<file path="src/include/adcc_pkg.sv">
// Package with register map, field positions, reset values and timing for the conversion control block.
package adcc_pkg;
   // Register byte offsets on APB.
   localparam logic [7:0] OFS_RESULT_HIGH = 8'h00;
   localparam logic [7:0] OFS_RESULT_LOW  = 8'h04;
   localparam logic [7:0] OFS_MODE        = 8'h08;
   localparam logic [7:0] OFS_START       = 8'h0C;
   localparam logic [7:0] OFS_CLK_STOP    = 8'h10;
   localparam logic [7:0] OFS_IRQ_CTRL    = 8'h14;
   localparam logic [7:0] OFS_PORT_FUNC   = 8'h18;
   // Mode register fields.
   localparam int MODE_SPEED_BIT = 7;
   localparam int MODE_TRIGGER_ENABLE_BIT  = 6;
   localparam int CH_BASE_IN0    = 4;
   localparam int CH_BASE_IN4    = 8;
   // Start, clock stop and other control field positions.
   localparam int START_FLAG_BIT   = 7;
   localparam int STANDBY_BIT      = 4;
   localparam int EDGE_BIT         = 4;
   localparam int DONE_REQ_BIT     = 0;
   localparam int DONE_EN_BIT      = 1;
   localparam int PIN_FUNC_BIT     = 4;
   // Reset values.
   localparam logic [7:0] MODE_RST      = 8'h30;
   localparam logic [7:0] MODE_FIXED    = 8'h30;
   localparam logic [7:0] START_RST     = 8'h7F;
   localparam logic [7:0] START_FIXED   = 8'h7F;
   localparam logic [7:0] CLK_STOP_RST  = 8'hFF;
   // Conversion periods in system clocks.
   localparam logic [5:0] PERIOD_SLOW = 6'd62;
   localparam logic [5:0] PERIOD_FAST = 6'd31;
   // Converter state.
   typedef enum logic [1:0] {
      ST_IDLE = 2'b01,
      ST_CONV = 2'b10
   } adcc_state_t;
   // APB request group.
   typedef struct packed {
      logic        psel;
      logic        penable;
      logic        pwrite;
      logic [7:0]  paddr;
      logic [31:0] pwdata;
   } adcc_apb_req_t;
   // Comparator interface towards the analog ladder.
   typedef struct packed {
      logic       sample;
      logic [9:0] trial;
      logic [2:0] channel;
      logic       chan_valid;
      logic       powered;
   } adcc_ana_t;
endpackage : adcc_pkg

</file>
<file path="src/adcc_top.sv">
// Conversion control for an 8-channel 10-bit successive-approximation converter with an APB register file.
// What this block does
// - Trigger enable gates the external trigger pin.
// - Trigger edge taken from edge-select bit.
// - Mode bits 5 and 4 read one.
// - Channel field decode with no-channel reset.
// - Start flag write or trigger starts conversion.
// - Completion loads result, clears flag together.
// - Flag reads busy; writing zero aborts.
// - Start bits 6 to 0 read one.
// - Standby bit zero stops converter; resets one.
// - Successive approximation yields ten-bit result.
// - Completion sets request; enable gates interrupt.
// - Request set on flag falling at end.
// - Trigger needs pin function and enable.
// - Reset initialises mode, start and standby.
// - Result registers survive reset, undefined after power.
// - Speed bit selects 62 or 31 clocks.
// - Result split eight high, two low.
module adcc_top
   import adcc_pkg::*;
(
   // Clock and reset.
   input  wire logic        CLK,
   input  wire logic        SRST,
   // APB slave.
   input  wire logic        PSEL,
   input  wire logic        PENABLE,
   input  wire logic        PWRITE,
   input  wire logic [7:0]  PADDR,
   input  wire logic [31:0] PWDATA,
   output logic      [31:0] PRDATA,
   output logic             PREADY,
   output logic             PSLVERR,
   // External trigger pin and comparator result.
   input  wire logic        EXT_TRIGGER_PIN,
   input  wire logic        COMP_HIGH,
   // Analog ladder control and interrupt request.
   output adcc_pkg::adcc_ana_t ANA,
   output logic             DONE_IRQ
);
   import adcc_pkg::*;

   logic [7:0]  mode_r, mode_nxt;
   logic        flag_r, flag_nxt;
   logic        standby_ctrl_r, standby_ctrl_nxt;
   logic        edge_sel_r, edge_sel_nxt;
   logic        pin_func_r, pin_func_nxt;
   logic        done_req_r, done_req_nxt;
   logic        done_en_r, done_en_nxt;
   logic [9:0]  result_r, result_nxt;
   logic [9:0]  sar_r, sar_nxt;
   logic [3:0]  bit_r, bit_nxt;
   logic [5:0]  cnt_r, cnt_nxt;
   logic        samp_r, samp_nxt;
   adcc_state_t state_r, state_nxt;
   logic        trg_s1_r, trg_s2_r, trg_s3_r;
   logic        trig_edge, wr, rd_en, busy_run, finish, start_req, abort_req;
   logic [7:0]  wbyte;
   logic [2:0]  chan;
   logic        chan_ok;
   logic [5:0]  period;
   logic [31:0] rdata_nxt;
   logic        addr_ok;

   // Trigger pin passes two flip-flops; the third stage only feeds the edge detector.
   always_ff @(posedge CLK) begin
      if (SRST) begin
         trg_s1_r <= 1'b0;
         trg_s2_r <= 1'b0;
         trg_s3_r <= 1'b0;
      end else begin
         trg_s1_r <= EXT_TRIGGER_PIN;
         trg_s2_r <= trg_s1_r;
         trg_s3_r <= trg_s2_r;
      end
   end

   // Edge select: 1 picks rising, 0 picks falling; pin function, trigger enable and standby bit must all be set.
   assign trig_edge = pin_func_r && mode_r[MODE_TRIGGER_ENABLE_BIT] && standby_ctrl_r
                      && (edge_sel_r ? (trg_s2_r && !trg_s3_r) : (!trg_s2_r && trg_s3_r));

   // Channel decode; codes 00xx and 11xx leave no channel selected.
   always_comb begin
      chan    = 3'h0;
      chan_ok = 1'b0;
      if (mode_r[3:2] == 2'b01) begin
         chan    = {1'b0, mode_r[1:0]};
         chan_ok = 1'b1;
      end else if (mode_r[3:2] == 2'b10) begin
         chan    = {1'b1, mode_r[1:0]};
         chan_ok = 1'b1;
      end
   end

   assign period   = mode_r[MODE_SPEED_BIT] ? PERIOD_FAST : PERIOD_SLOW;
   assign wr       = PSEL && PENABLE && PWRITE;
   // Read data is picked in the setup cycle so that it already stands when PREADY is sampled high.
   assign rd_en    = PSEL && !PENABLE && !PWRITE;
   assign wbyte    = PWDATA[7:0];
   assign addr_ok  = (PADDR == OFS_RESULT_HIGH) || (PADDR == OFS_RESULT_LOW) || (PADDR == OFS_MODE)
                     || (PADDR == OFS_START) || (PADDR == OFS_CLK_STOP) || (PADDR == OFS_IRQ_CTRL)
                     || (PADDR == OFS_PORT_FUNC);
   assign start_req = (wr && PADDR == OFS_START && wbyte[START_FLAG_BIT]) || trig_edge;
   assign abort_req = wr && PADDR == OFS_START && !wbyte[START_FLAG_BIT];
   assign busy_run  = state_r == ST_CONV;
   assign finish    = busy_run && cnt_r == period - 6'd1 && !abort_req;

   // Register file writes. In standby the mode register holds its contents.
   always_comb begin
      mode_nxt         = mode_r;
      standby_ctrl_nxt = standby_ctrl_r;
      edge_sel_nxt     = edge_sel_r;
      pin_func_nxt     = pin_func_r;
      done_en_nxt      = done_en_r;
      done_req_nxt     = done_req_r;
      if (wr && PADDR == OFS_MODE && standby_ctrl_r) begin
         mode_nxt = (wbyte & ~MODE_FIXED) | MODE_FIXED;
      end
      if (wr && PADDR == OFS_CLK_STOP) begin
         standby_ctrl_nxt = wbyte[STANDBY_BIT];
      end
      if (wr && PADDR == OFS_IRQ_CTRL) begin
         edge_sel_nxt = wbyte[EDGE_BIT];
         done_en_nxt  = wbyte[DONE_EN_BIT];
         if (!wbyte[DONE_REQ_BIT]) begin
            done_req_nxt = 1'b0;
         end
      end
      if (wr && PADDR == OFS_PORT_FUNC) begin
         pin_func_nxt = wbyte[PIN_FUNC_BIT];
      end
      // Set wins over a clear in the same cycle.
      if (finish) begin
         done_req_nxt = 1'b1;
      end
   end

   // Successive approximation sequencer: sample phase, then one trial bit per step.
   always_comb begin
      state_nxt  = state_r;
      flag_nxt   = flag_r;
      cnt_nxt    = cnt_r;
      sar_nxt    = sar_r;
      bit_nxt    = bit_r;
      samp_nxt   = samp_r;
      result_nxt = result_r;
      case (state_r)
         ST_IDLE: begin
            if (start_req && standby_ctrl_r) begin
               state_nxt = ST_CONV;
               flag_nxt  = 1'b1;
               cnt_nxt   = 6'd0;
               sar_nxt   = 10'h200;
               bit_nxt   = 4'd9;
               samp_nxt  = 1'b1;
            end
         end
         ST_CONV: begin
            if (abort_req || !standby_ctrl_r) begin
               state_nxt = ST_IDLE;
               flag_nxt  = 1'b0;
               samp_nxt  = 1'b0;
            end else if (finish) begin
               state_nxt  = ST_IDLE;
               flag_nxt   = 1'b0;
               result_nxt = sar_r;
               samp_nxt   = 1'b0;
            end else begin
               cnt_nxt  = cnt_r + 6'd1;
               samp_nxt = 1'b0;
               // Trials resolve one bit per cycle after sampling; the rest of the period is settling.
               if (!samp_r && bit_r != 4'hF) begin
                  if (!COMP_HIGH) begin
                     sar_nxt[bit_r] = 1'b0;
                  end
                  if (bit_r != 4'd0) begin
                     sar_nxt[bit_r - 4'd1] = 1'b1;
                  end
                  bit_nxt = bit_r - 4'd1;
               end
            end
         end
         default: begin
            state_nxt = ST_IDLE;
            flag_nxt  = 1'b0;
         end
      endcase
   end

   // Read mux; unmapped addresses return zero with an error.
   always_comb begin
      rdata_nxt = 32'h0000_0000;
      if (PADDR == OFS_RESULT_HIGH) begin
         rdata_nxt[7:0] = result_r[9:2];
      end else if (PADDR == OFS_RESULT_LOW) begin
         rdata_nxt[7:6] = result_r[1:0];
      end else if (PADDR == OFS_MODE) begin
         rdata_nxt[7:0] = mode_r | MODE_FIXED;
      end else if (PADDR == OFS_START) begin
         rdata_nxt[7:0] = {flag_r, START_FIXED[6:0]};
      end else if (PADDR == OFS_CLK_STOP) begin
         rdata_nxt[7:0] = {3'h7, standby_ctrl_r, 4'hF};
      end else if (PADDR == OFS_IRQ_CTRL) begin
         rdata_nxt[7:0] = {3'h0, edge_sel_r, 2'h0, done_en_r, done_req_r};
      end else if (PADDR == OFS_PORT_FUNC) begin
         rdata_nxt[7:0] = {3'h0, pin_func_r, 4'h0};
      end
   end

   // Control state registers; result is outside reset so it survives it.
   always_ff @(posedge CLK) begin
      if (SRST) begin
         mode_r         <= MODE_RST;
         flag_r         <= START_RST[START_FLAG_BIT];
         standby_ctrl_r <= CLK_STOP_RST[STANDBY_BIT];
         edge_sel_r     <= 1'b0;
         pin_func_r     <= 1'b0;
         done_req_r     <= 1'b0;
         done_en_r      <= 1'b0;
         state_r        <= ST_IDLE;
         cnt_r          <= 6'd0;
         sar_r          <= 10'h000;
         bit_r          <= 4'd0;
         samp_r         <= 1'b0;
      end else begin
         mode_r         <= mode_nxt;
         flag_r         <= flag_nxt;
         standby_ctrl_r <= standby_ctrl_nxt;
         edge_sel_r     <= edge_sel_nxt;
         pin_func_r     <= pin_func_nxt;
         done_req_r     <= done_req_nxt;
         done_en_r      <= done_en_nxt;
         state_r        <= state_nxt;
         cnt_r          <= cnt_nxt;
         sar_r          <= sar_nxt;
         bit_r          <= bit_nxt;
         samp_r         <= samp_nxt;
      end
   end

   // Result is held across reset, so it has no reset branch.
   always_ff @(posedge CLK) begin
      result_r <= result_nxt;
   end

   // Read data is registered at the end of the setup cycle and holds through the access cycle.
   // Loading it any later would hand the master stale data at the edge where it takes the answer.
   always_ff @(posedge CLK) begin
      if (SRST) begin
         PRDATA <= 32'h0000_0000;
      end else if (rd_en) begin
         PRDATA <= rdata_nxt;
      end
   end

   // Zero-wait slave; ready and read data both stand in the first access cycle.
   always_ff @(posedge CLK) begin
      if (SRST) begin
         PREADY <= 1'b0;
      end else begin
         PREADY <= PSEL && !PENABLE;
      end
   end

   assign PSLVERR         = PSEL && PENABLE && PREADY && !addr_ok;
   assign DONE_IRQ        = done_req_r && done_en_r;
   assign ANA.sample      = samp_r;
   assign ANA.trial       = sar_r;
   assign ANA.channel     = chan;
   assign ANA.chan_valid  = chan_ok;
   assign ANA.powered     = standby_ctrl_r;

   // Checks on the guarded behaviour.
   start_sets_a: assert property (@(posedge CLK) disable iff (SRST)
      (state_r == ST_IDLE && start_req && standby_ctrl_r) |=> flag_r)
      else $error("start did not set flag");
   finish_clear_a: assert property (@(posedge CLK) disable iff (SRST)
      finish |=> (!flag_r && result_r == $past(sar_r)))
      else $error("finish did not store result and clear flag");
   done_flag_a: assert property (@(posedge CLK) disable iff (SRST)
      finish |=> done_req_r)
      else $error("done request not set");
   abort_stop_a: assert property (@(posedge CLK) disable iff (SRST)
      (busy_run && abort_req) |=> (!flag_r && !done_req_r) or (!flag_r && $past(done_req_r)))
      else $error("abort did not stop");
   period_len_a: assert property (@(posedge CLK) disable iff (SRST)
      finish |-> cnt_r == (mode_r[MODE_SPEED_BIT] ? 6'd30 : 6'd61))
      else $error("wrong conversion period");
   irq_gate_a: assert property (@(posedge CLK) disable iff (SRST)
      DONE_IRQ == (done_req_r && done_en_r))
      else $error("interrupt not gated by enable");
   fixed_bits_a: assert property (@(posedge CLK) disable iff (SRST)
      mode_r[5:4] == 2'b11)
      else $error("fixed mode bits lost");
   trig_gate_a: assert property (@(posedge CLK) disable iff (SRST)
      trig_edge |-> (pin_func_r && mode_r[MODE_TRIGGER_ENABLE_BIT]))
      else $error("trigger accepted while disabled");

   // Standby must stop a running conversion, since the ladder is unpowered then.
   standby_abort_a: assert property (@(posedge CLK) disable iff (SRST)
      (busy_run && !standby_ctrl_r) |=> !flag_r)
      else $error("standby did not stop conversion");
   // Mode writes are dropped while in standby, so the register keeps its value.
   mode_hold_a: assert property (@(posedge CLK) disable iff (SRST)
      !standby_ctrl_r |=> mode_r == $past(mode_r))
      else $error("mode changed in standby");
   // Codes 00xx and 11xx must never drive a channel select onto the ladder.
   chan_none_a: assert property (@(posedge CLK) disable iff (SRST)
      (mode_r[3:2] == 2'b00 || mode_r[3:2] == 2'b11) |-> !chan_ok)
      else $error("reserved channel code selected");
   // The comparator samples once at the start of every conversion.
   sample_pulse_a: assert property (@(posedge CLK) disable iff (SRST)
      (state_r == ST_IDLE && start_req && standby_ctrl_r) |=> (ANA.sample && ANA.trial == 10'h200))
      else $error("conversion did not sample");
   // Reserved start bits always read as ones, whatever was written.
   start_bits_a: assert property (@(posedge CLK) disable iff (SRST)
      (rd_en && PADDR == OFS_START) |=> PRDATA[6:0] == START_FIXED[6:0])
      else $error("reserved start bits not one");
   // Ready is a single-cycle pulse per transfer.
   ready_pulse_a: assert property (@(posedge CLK) disable iff (SRST)
      PREADY |=> !PREADY)
      else $error("ready held too long");

   // Main scenarios to watch in the run; the bench never enters standby during a conversion.
   cover_fin_c: cover property (@(posedge CLK) disable iff (SRST) finish);
   cover_standby_c: cover property (@(posedge CLK) disable iff (SRST) busy_run && !standby_ctrl_r);
   cover_trig_c: cover property (@(posedge CLK) disable iff (SRST) trig_edge && !busy_run);
   cover_abort_c: cover property (@(posedge CLK) disable iff (SRST) busy_run && abort_req);
endmodule : adcc_top
</file>
<file path="config.mk">
export PLATFORM = sky130hd
export DESIGN_NAME = adcc_top
export DESIGN_NICKNAME = d
export VERILOG_FILES = /design/src/include/adcc_pkg.sv /design/src/adcc_top.sv
export SDC_FILE = /design/constraint.sdc
export NUM_CORES = 1
export LEC_CHECK = 0
export ABC_AREA = 1
export BUFFER_PORTS_ARGS = -buffer_cell sky130_fd_sc_hd__buf_2
export CAP_MARGIN = 20
export CORE_ASPECT_RATIO = 0.6
export CORE_MARGIN = 4
export CORE_UTILIZATION = 35
export DETAILED_ROUTE_END_ITERATION = 10
export PLACE_DENSITY = 0.7
export SYNTH_ARGS = -nofsm -noshare
export SYNTH_HDL_FRONTEND = slang
export SYNTH_SLANG_ARGS = --single-unit
</file>
<file path="constraint.sdc">
create_clock -name CLK -period 2.39 [get_ports CLK]
set_input_delay 0.3585 -clock CLK [delete_from_list [all_inputs] [get_ports CLK]]
set_output_delay 0.3585 -clock CLK [all_outputs]
set_load 0.03 [all_outputs]
</file>
==> results of run 1 <==
## power groups by stage
stage	clock network [mW]	registers, mW	logic, mW
2_1_floorplan	0	1.00	0.127
3_3_place_gp	0	0.991	0.154
3_5_place_dp	0	0.991	0.157
4_1_cts	0.763	0.969	0.158
5_1_grt	0.813	0.971	0.172
6_report	0.761	0.969	0.159
## flip-flops by register name, summed over array words and instances (netlist names)
name            count
samp_r              1
edge_sel_r          1
trg_s3_r            1
result_r           10
done_req_r          1
PREADY              1
flag_r              1
pin_func_r          1
standby_ctrl_r      1
PRDATA              8
cnt_r               6
bit_r               4
state_r             1
done_en_r           1
trg_s1_r            1
trg_s2_r            1
mode_r              6
sar_r              10
## final cells by class
class	instances	area, um2	area share [%]
Clock buffer	5	125	3.52
Clock inverter	3	21.3	0.598
Inverter	47	176	4.96
Multi-Input combinational cell	304	1570	44.2
Sequential cell	56	1220	34.3
Tap cell	112	140	3.94
Timing Repair Buffer	56	300	8.44
## cell families (layout without fill, tap and decap cells)
family	after synthesis	count (layout)	synth area share (%)
AND/OR/NAND/NOR	174	174	26.5
XOR/XNOR	5	5	1.40
AO/OA/AOI/OAI	91	91	15.5
buffers and inverters	83	111	13.5
flip-flops	56	56	39.0
other	1	24	0.120
adder cells (fa/ha/maj)	10	10	4.00
## layer usage
metal | global-route usage (%) | share of wire (%)
met3 | 3.55 | 7.7
met5 | 0 | 0
met1 | 22.1 | 50
met4 | 2.90 | 0.80
met2 | 22.3 | 41
## cell usage after synthesis, types with 2 or more instances
cell      instances  share of area (%)
nor3_1            4               0.64
nand3_1          21                3.4
buf_4            27                6.5
o21ai_0          43                6.9
nor2_8            3                1.9
inv_2             2               0.24
clkbuf_1          6               0.72
dfxtp_1          46                 29
buf_2             2               0.32
nand2_1          86                 10
nand2_4           2               0.72
a41oi_1           3               0.84
o21a_1            2               0.48
edfxtp_1         10                9.6
nor2_1           39                4.7
inv_1            45                5.4
ha_1             10                4.0
a31oi_1           2               0.40
a21oi_1          37                5.9
nand4_1           3               0.60
xor2_1            4                1.1
nand2_2           6                1.2
nor2_2            3               0.60
## how the worst max path moves through the flow
stage	slack (ns)	cells past startpoint	start	endpoint
2_1_floorplan	0.14	6	PADDR[5]	PSLVERR
3_3_place_gp	0.43	8	PADDR[1]	PSLVERR
3_5_place_dp	0.41	10	PADDR[1]	cnt_r[3]$_SDFFE_PP0P_
4_1_cts	0.44	9	PADDR[2]	PSLVERR
5_1_grt	0.31	8	PADDR[1]	PSLVERR
6_report	0.44	9	PADDR[2]	PSLVERR
## cells in the final DEF (no fill, tap or decap), types with 2 or more instances in the layout
cell type and n:
a31oi_1 2, inv_1 45, nor2_1 39, nand2_2 6
o21a_1 2, nor2_8 3, o21ai_0 43, nor2_2 3
dfxtp_1 46, nand2_1 86, conb_1 24, a21oi_1 37
clkbuf_16 5, nor3_1 4, nand2_4 2, ha_1 10
buf_4 8, inv_2 2, buf_2 48, edfxtp_1 10
a41oi_1 3, nand4_1 3, xor2_1 4, nand3_1 21
## through the flow
step	utilization, %	power (mW)	instances
5_1_grt	41.3	1.96	583
3_3_place_gp	39.6	1.15	575
6_report	41.3	1.89	583
2_1_floorplan	-	1.13	443
3_5_place_dp	39.6	1.15	575
4_1_cts	41.3	1.89	583
==> flow_metrics.env, run 1 <==
export IMPL_status="finished, final reports clean"
export IMPL_die_x_um=130
export IMPL_final_hold_violation_count=0
export IMPL_ios=98
export IMPL_cts_made_buffers=5
export IMPL_antenna_found_initial=0
export IMPL_tns_ns=0
export IMPL_place_area_mm2=0.00341
export IMPL_grt_max_degree=19
export IMPL_cp_num_buf_inv=3
export IMPL_design_area_mm2=0.00356
export IMPL_dieArea_mm2=0.0106
export IMPL_cts_sinks=56
export IMPL_vias=2825
export IMPL_cp_required_ns=2.03
export IMPL_gp_congestion=0.915
export IMPL_core_area_mm2=0.00862
export IMPL_wire_per_inst_um=13.4
export IMPL_crit_path_max_fanout=5
export IMPL_synth_distinct_cells=37
export IMPL_slowest_stage="nor4b_1"
export IMPL_switchingPower_uw=496
export IMPL_hp_start="PENABLE"
export IMPL_ctsLongestPathBuffers=2
export IMPL_clkSlewWorstSetupHoldPaths_ns=0.08
export IMPL_fmax_mhz=513
export IMPL_postRouteAntennaNets=0
export IMPL_areaGrowthSynthToFinish_pct=13.6
export IMPL_cp_arrival_ns=1.59
export IMPL_routed_wl_mm=7.83
export IMPL_ir_drop_mv=0.445
export IMPL_fillCellCount=862
export IMPL_rsz0062_at_grt="no"
export IMPL_cp_top_family="simple AND/OR/NAND/NOR gates"
export IMPL_period_share_pct=81.6
export IMPL_start_util_pct=36.3
export IMPL_synth_edff_count=10
export IMPL_start_kind="input pin"
export IMPL_whs_path_depth=2
export IMPL_tritoncts="yes"
export IMPL_grt_overflow_total=0
export IMPL_rrSetupSlack_ns=0.53
export IMPL_synth_flop_cell="dfxtp_1"
export IMPL_ys_seq_elements=56
export IMPL_min_delay_path_class="input pin to register"
export IMPL_dpl_hpwl_mm=6.13
export IMPL_drive_gt1_share_pct=18.3
export IMPL_grt_util_all_layers_pct=15.0
export IMPL_synth_cells=420
export IMPL_ys_warn_count=0
export IMPL_setup_viol=0
export IMPL_clk_insertion_delay_late_ns=0.30
export IMPL_syn_cell_area_mm2=0.00313
export IMPL_grt_first_pass_wirelength_mm=12.5
export IMPL_reg2regPathDepth=8
export IMPL_fin_crit_ns=1.95
export IMPL_endpoint_kind="output port"
export IMPL_cts_resized=0
export IMPL_diodes=0
export IMPL_path_class="input pin to output port"
export IMPL_intPower_mw=1.39
export IMPL_switching_share_pct=26.3
export IMPL_powerDensity_mw_per_mm2=531
export IMPL_setup_ws_ns=0.440
export IMPL_rows=26
export IMPL_fp_dieH_um=81.3
export IMPL_timing_hold_ws_ns=0.264
export IMPL_reg2reg_to="sar_r[4]$_SDFFE_PP0P_"
export IMPL_power_frac_clock_pct=40.3
export IMPL_htree_levels=2
export IMPL_nets=527
export IMPL_first_iter_violations=279
export IMPL_path_cells="buf_2 -> nand2_1 -> inv_2 -> nand2_2 -> nor2_8 -> nor2_1 -> nand2_1 -> nor4b_1 -> buf_2"
export IMPL_post_drt_via_cell_ratio=4.85
export IMPL_post_cts_buffers=0
export IMPL_synthArstFlopShare_pct=0
export IMPL_dp_slack_ns=0.414
export IMPL_hold_buffers=0
export IMPL_remaining_drc_errors=0
export IMPL_drv_cap=0
export IMPL_skew_ns=0.0118
export IMPL_hold_path_end="PREADY$_SDFF_PP0_"
export IMPL_static_leakage_power_nw=1.62
export IMPL_slowest_delay_ns=0.30
export IMPL_synth_avg_cell_area_um2=7.45
export IMPL_rr_startpoint="state_r[0]$_SDFFE_PP1P_"
export IMPL_grt_pass1_vias=2582
export IMPL_combPwrFrac_pct=8.4
export IMPL_final_max_slew_viol_count=0
export IMPL_seqPwrFrac_pct=51.3
export IMPL_synth_seq_area_share_pct=39.0
export IMPL_firstDrtPassIters=6
export IMPL_root_buffer="clkbuf_16"
export IMPL_portBuffers=48
Power figures use the tool's default switching activity.
==> run 2, diff against run 1 <==
ABC_AREA = 0   (was 1)
clock period = 1.8 ns   (was 2.39 ns; I/O delays follow)
==> run 2 against run 1 <==
Compared with the run above:
- the flow now finishes with violations (negative setup slack)
- critical path depth decreased by 2
- global-route usage up 2.7 points
- clock power rose by 33%
- first-iteration DRC count decreased by 15%
- clock-buffer cell count unchanged
- critical endpoint is now sar_r[3]$_SDFFE_PP0P_
- largest cell class unchanged
==> flow_metrics.env, run 2 <==
export IMPL_status="finished with violations"
export IMPL_violations="negative setup slack"
export IMPL_synth_commonest_cells="46 x dfxtp_1, 31 x nor2_1, 27 x buf_4"
export IMPL_reg2regPathDepth=5
export IMPL_layout_common_cells="58 x buf_4, 46 x dfxtp_1, 45 x buf_2, 29 x nor2_1"
export IMPL_root_buffer="clkbuf_16"
export IMPL_power_frac_clock_pct=39.6
export IMPL_grt_pass1_vias=2994
export IMPL_intPower_mw=1.88
export IMPL_reg2reg_to="sar_r[3]$_SDFFE_PP0P_"
export IMPL_whs_path_depth=2
export IMPL_start_util_pct=36.9
export IMPL_skew_ns=0.00644
export IMPL_grt_first_pass_wirelength_mm=15.5
export IMPL_htree_levels=2
export IMPL_setup_ws_ns=-0.210
export IMPL_clkSlewWorstSetupHoldPaths_ns=0.07
export IMPL_ys_seq_elements=56
export IMPL_yosysMostFrequentCell="dfxtp_1"
export IMPL_gp_congestion=0.867
export IMPL_crit_path_max_fanout=8
export IMPL_grt_overflow_total=0
export IMPL_relSlewSlack_pct=61.1
export IMPL_grt_max_degree=20
export IMPL_cts_made_buffers=5
export IMPL_drv_cap=0
export IMPL_routed_wl_mm=9.61
export IMPL_hold_path_end="trg_s1_r$_SDFF_PP0_"
export IMPL_synth_edff_count=10
export IMPL_antenna_found_initial=0
export IMPL_period_share_pct=112
export IMPL_final_hold_violation_count=0
export IMPL_synth_top_cell_area_share_pct=28.6
export IMPL_portBuffers=48
export IMPL_seqPwrFrac_pct=50.5
export IMPL_first_iter_violations=238
export IMPL_areaGrowthSynthToFinish_pct=33.8
export IMPL_syn_cell_area_mm2=0.00322
export IMPL_rrSetupSlack_ns=-0.05
export IMPL_hp_start="EXT_TRIGGER_PIN"
export IMPL_grt_util_all_layers_pct=17.7
export IMPL_final_max_slew_viol_count=0
export IMPL_rr_startpoint="flag_r$_SDFFE_PP0P_"
export IMPL_dieArea_mm2=0.0108
export IMPL_path_class="input pin to register"
export IMPL_combPwrFrac_pct=9.9
export IMPL_ios=98
export IMPL_ir_drop_mv=0.336
export IMPL_endpoint_kind="register"
export IMPL_switching_share_pct=25.9
export IMPL_static_leakage_power_nw=1.74
export IMPL_drive_gt1_share_pct=35.5
export IMPL_nets=518
export IMPL_ctsLongestPathBuffers=2
export IMPL_postRouteAntennaNets=0
export IMPL_timing_hold_ws_ns=0.182
export IMPL_diodes=0
export IMPL_start_kind="input pin"
export IMPL_final_core_util_pct=49.4
export IMPL_ys_warn_count=0
export IMPL_synth_distinct_cells=65
export IMPL_wire_per_inst_um=16.7
export IMPL_fp_dieH_um=82.3
export IMPL_fin_crit_ns=2.01
export IMPL_synthArstFlopShare_pct=0
export IMPL_synth_seq_area_share_pct=37.9
export IMPL_hold_buffers=0
export IMPL_rsz0062_at_grt="yes"
export IMPL_rows=26
export IMPL_post_drt_via_cell_ratio=5.47
export IMPL_multi_input_area_mm2=0.00198
export IMPL_tritoncts="yes"
export IMPL_synth_top_cells_by_area="dfxtp_1 29%, edfxtp_1 9.3%, buf_4 6.3%"
export IMPL_cts_sinks=56
export IMPL_synth_flop_cell="dfxtp_1"
export IMPL_clk_insertion_delay_late_ns=0.30
export IMPL_min_delay_path_class="input pin to register"
export IMPL_synth_cells=366
export IMPL_cp_arrival_ns=2.19
export IMPL_remaining_drc_errors=0
export IMPL_switchingPower_uw=660
export IMPL_die_x_um=132
export IMPL_cp_required_ns=1.98
export IMPL_fmax_mhz=498
export IMPL_firstDrtPassIters=5
export IMPL_worstMarginPinSlew_ns=0.577
export IMPL_regArea_mm2=0.00122
export IMPL_vias=3139
export IMPL_fillCellCount=809
export IMPL_synth_avg_cell_area_um2=8.80
export IMPL_mostFrequentLayoutCell="buf_4"
export IMPL_top_regs="result_r: 10 flops, sar_r: 10 flops, PRDATA: 8 flops"
export IMPL_setup_viol=40
export IMPL_dpl_hpwl_mm=7.20
export IMPL_core_area_mm2=0.00872
export IMPL_synth_largest_area_cell="dfxtp_1"
export IMPL_powerDensity_mw_per_mm2=591
-- run 2: repair_timing --
| item | in CTS | in global routing |
|---|---|---|
| setup endpoints to repair | 39 | 47 |
| pin swaps | 13 | 7 |
| buffers inserted | 7 | 4 |
| hold endpoints to repair | 0 | 0 |
| resized for setup | 25 | 15 |
-- run 2: per-stage QoR --
| step | setup TNS [ns] | power [mW] | worst slack, ns | instance area (um2) | instances |
|---|---|---|---|---|---|
| after floorplan | -8.68 | 1.50 | -0.357 | 3400 | 389 |
| after global placement | -12.94 | 1.54 | -0.418 | 3880 | 555 |
| after detailed placement | -14.52 | 1.54 | -0.501 | 3880 | 555 |
| after CTS | -3.85 | 2.54 | -0.247 | 4180 | 570 |
| after global routing | -6.17 | 2.63 | -0.239 | 4310 | 574 |
| final | -4.53 | 2.54 | -0.210 | 4310 | 574 |
-- run 2: power by group through the flow --
stage	clock, mW	sequential (mW)	combinational, mW
after global routing	1.08	1.29	0.271
final	1.01	1.29	0.252
after CTS	1.02	1.29	0.240
after global placement	0	1.31	0.227
after floorplan	0	1.33	0.171
after detailed placement	0	1.31	0.230
-- run 2: kinds of logic after synthesis --
kind of cell    share of synthesized area, %
simple gates                            24.4
fa+ha+maj                               3.89
mux                                     3.46
buf+inv                                 9.83
other cells                            0.116
flops                                   37.9
compound gates                          20.4
-- run 2: layout make-up --
type / count / area share, %
clock buffers: 5 / 2.91
multi-input cells: 277 / 45.9
clock inverters: 3 / 0.639
flip-flops and latches: 56 / 28.4
inverters: 10 / 0.872
well taps: 112 / 3.25
repair buffers: 111 / 18.0
-- run 2: worst max-delay path by stage --
stage / from / end / slack (ns)
finish: PADDR[4] / sar_r[3]$_SDFFE_PP0P_ / -0.21
global route: PADDR[4] / PSLVERR / -0.24
CTS: PADDR[4] / PSLVERR / -0.25
detailed placement: PADDR[7] / sar_r[2]$_SDFFE_PP0P_ / -0.50
global placement: PADDR[7] / sar_r[1]$_SDFFE_PP0P_ / -0.42
floorplan: PADDR[7] / sar_r[3]$_SDFFE_PP0P_ / -0.36
-- run 2: metal layers --
metal	up-vias	part of all wire [%]	GRT usage, %	routed length, um
li1	1487	-	-	-
met1	1510	48	25.5	4630
met2	131	43	27.2	4120
met3	11	8.0	4.78	768
met4	0	0.88	2.20	85
met5	-	0	0	0
-- run 2: critical path, stage by stage --
cell and delay (ns):
buf_6 0.09, or4_4 0.56, buf_4 0.16, or4_4 0.47, o211a_4 0.31, o311ai_2 0.22, o31ai_1 0.11
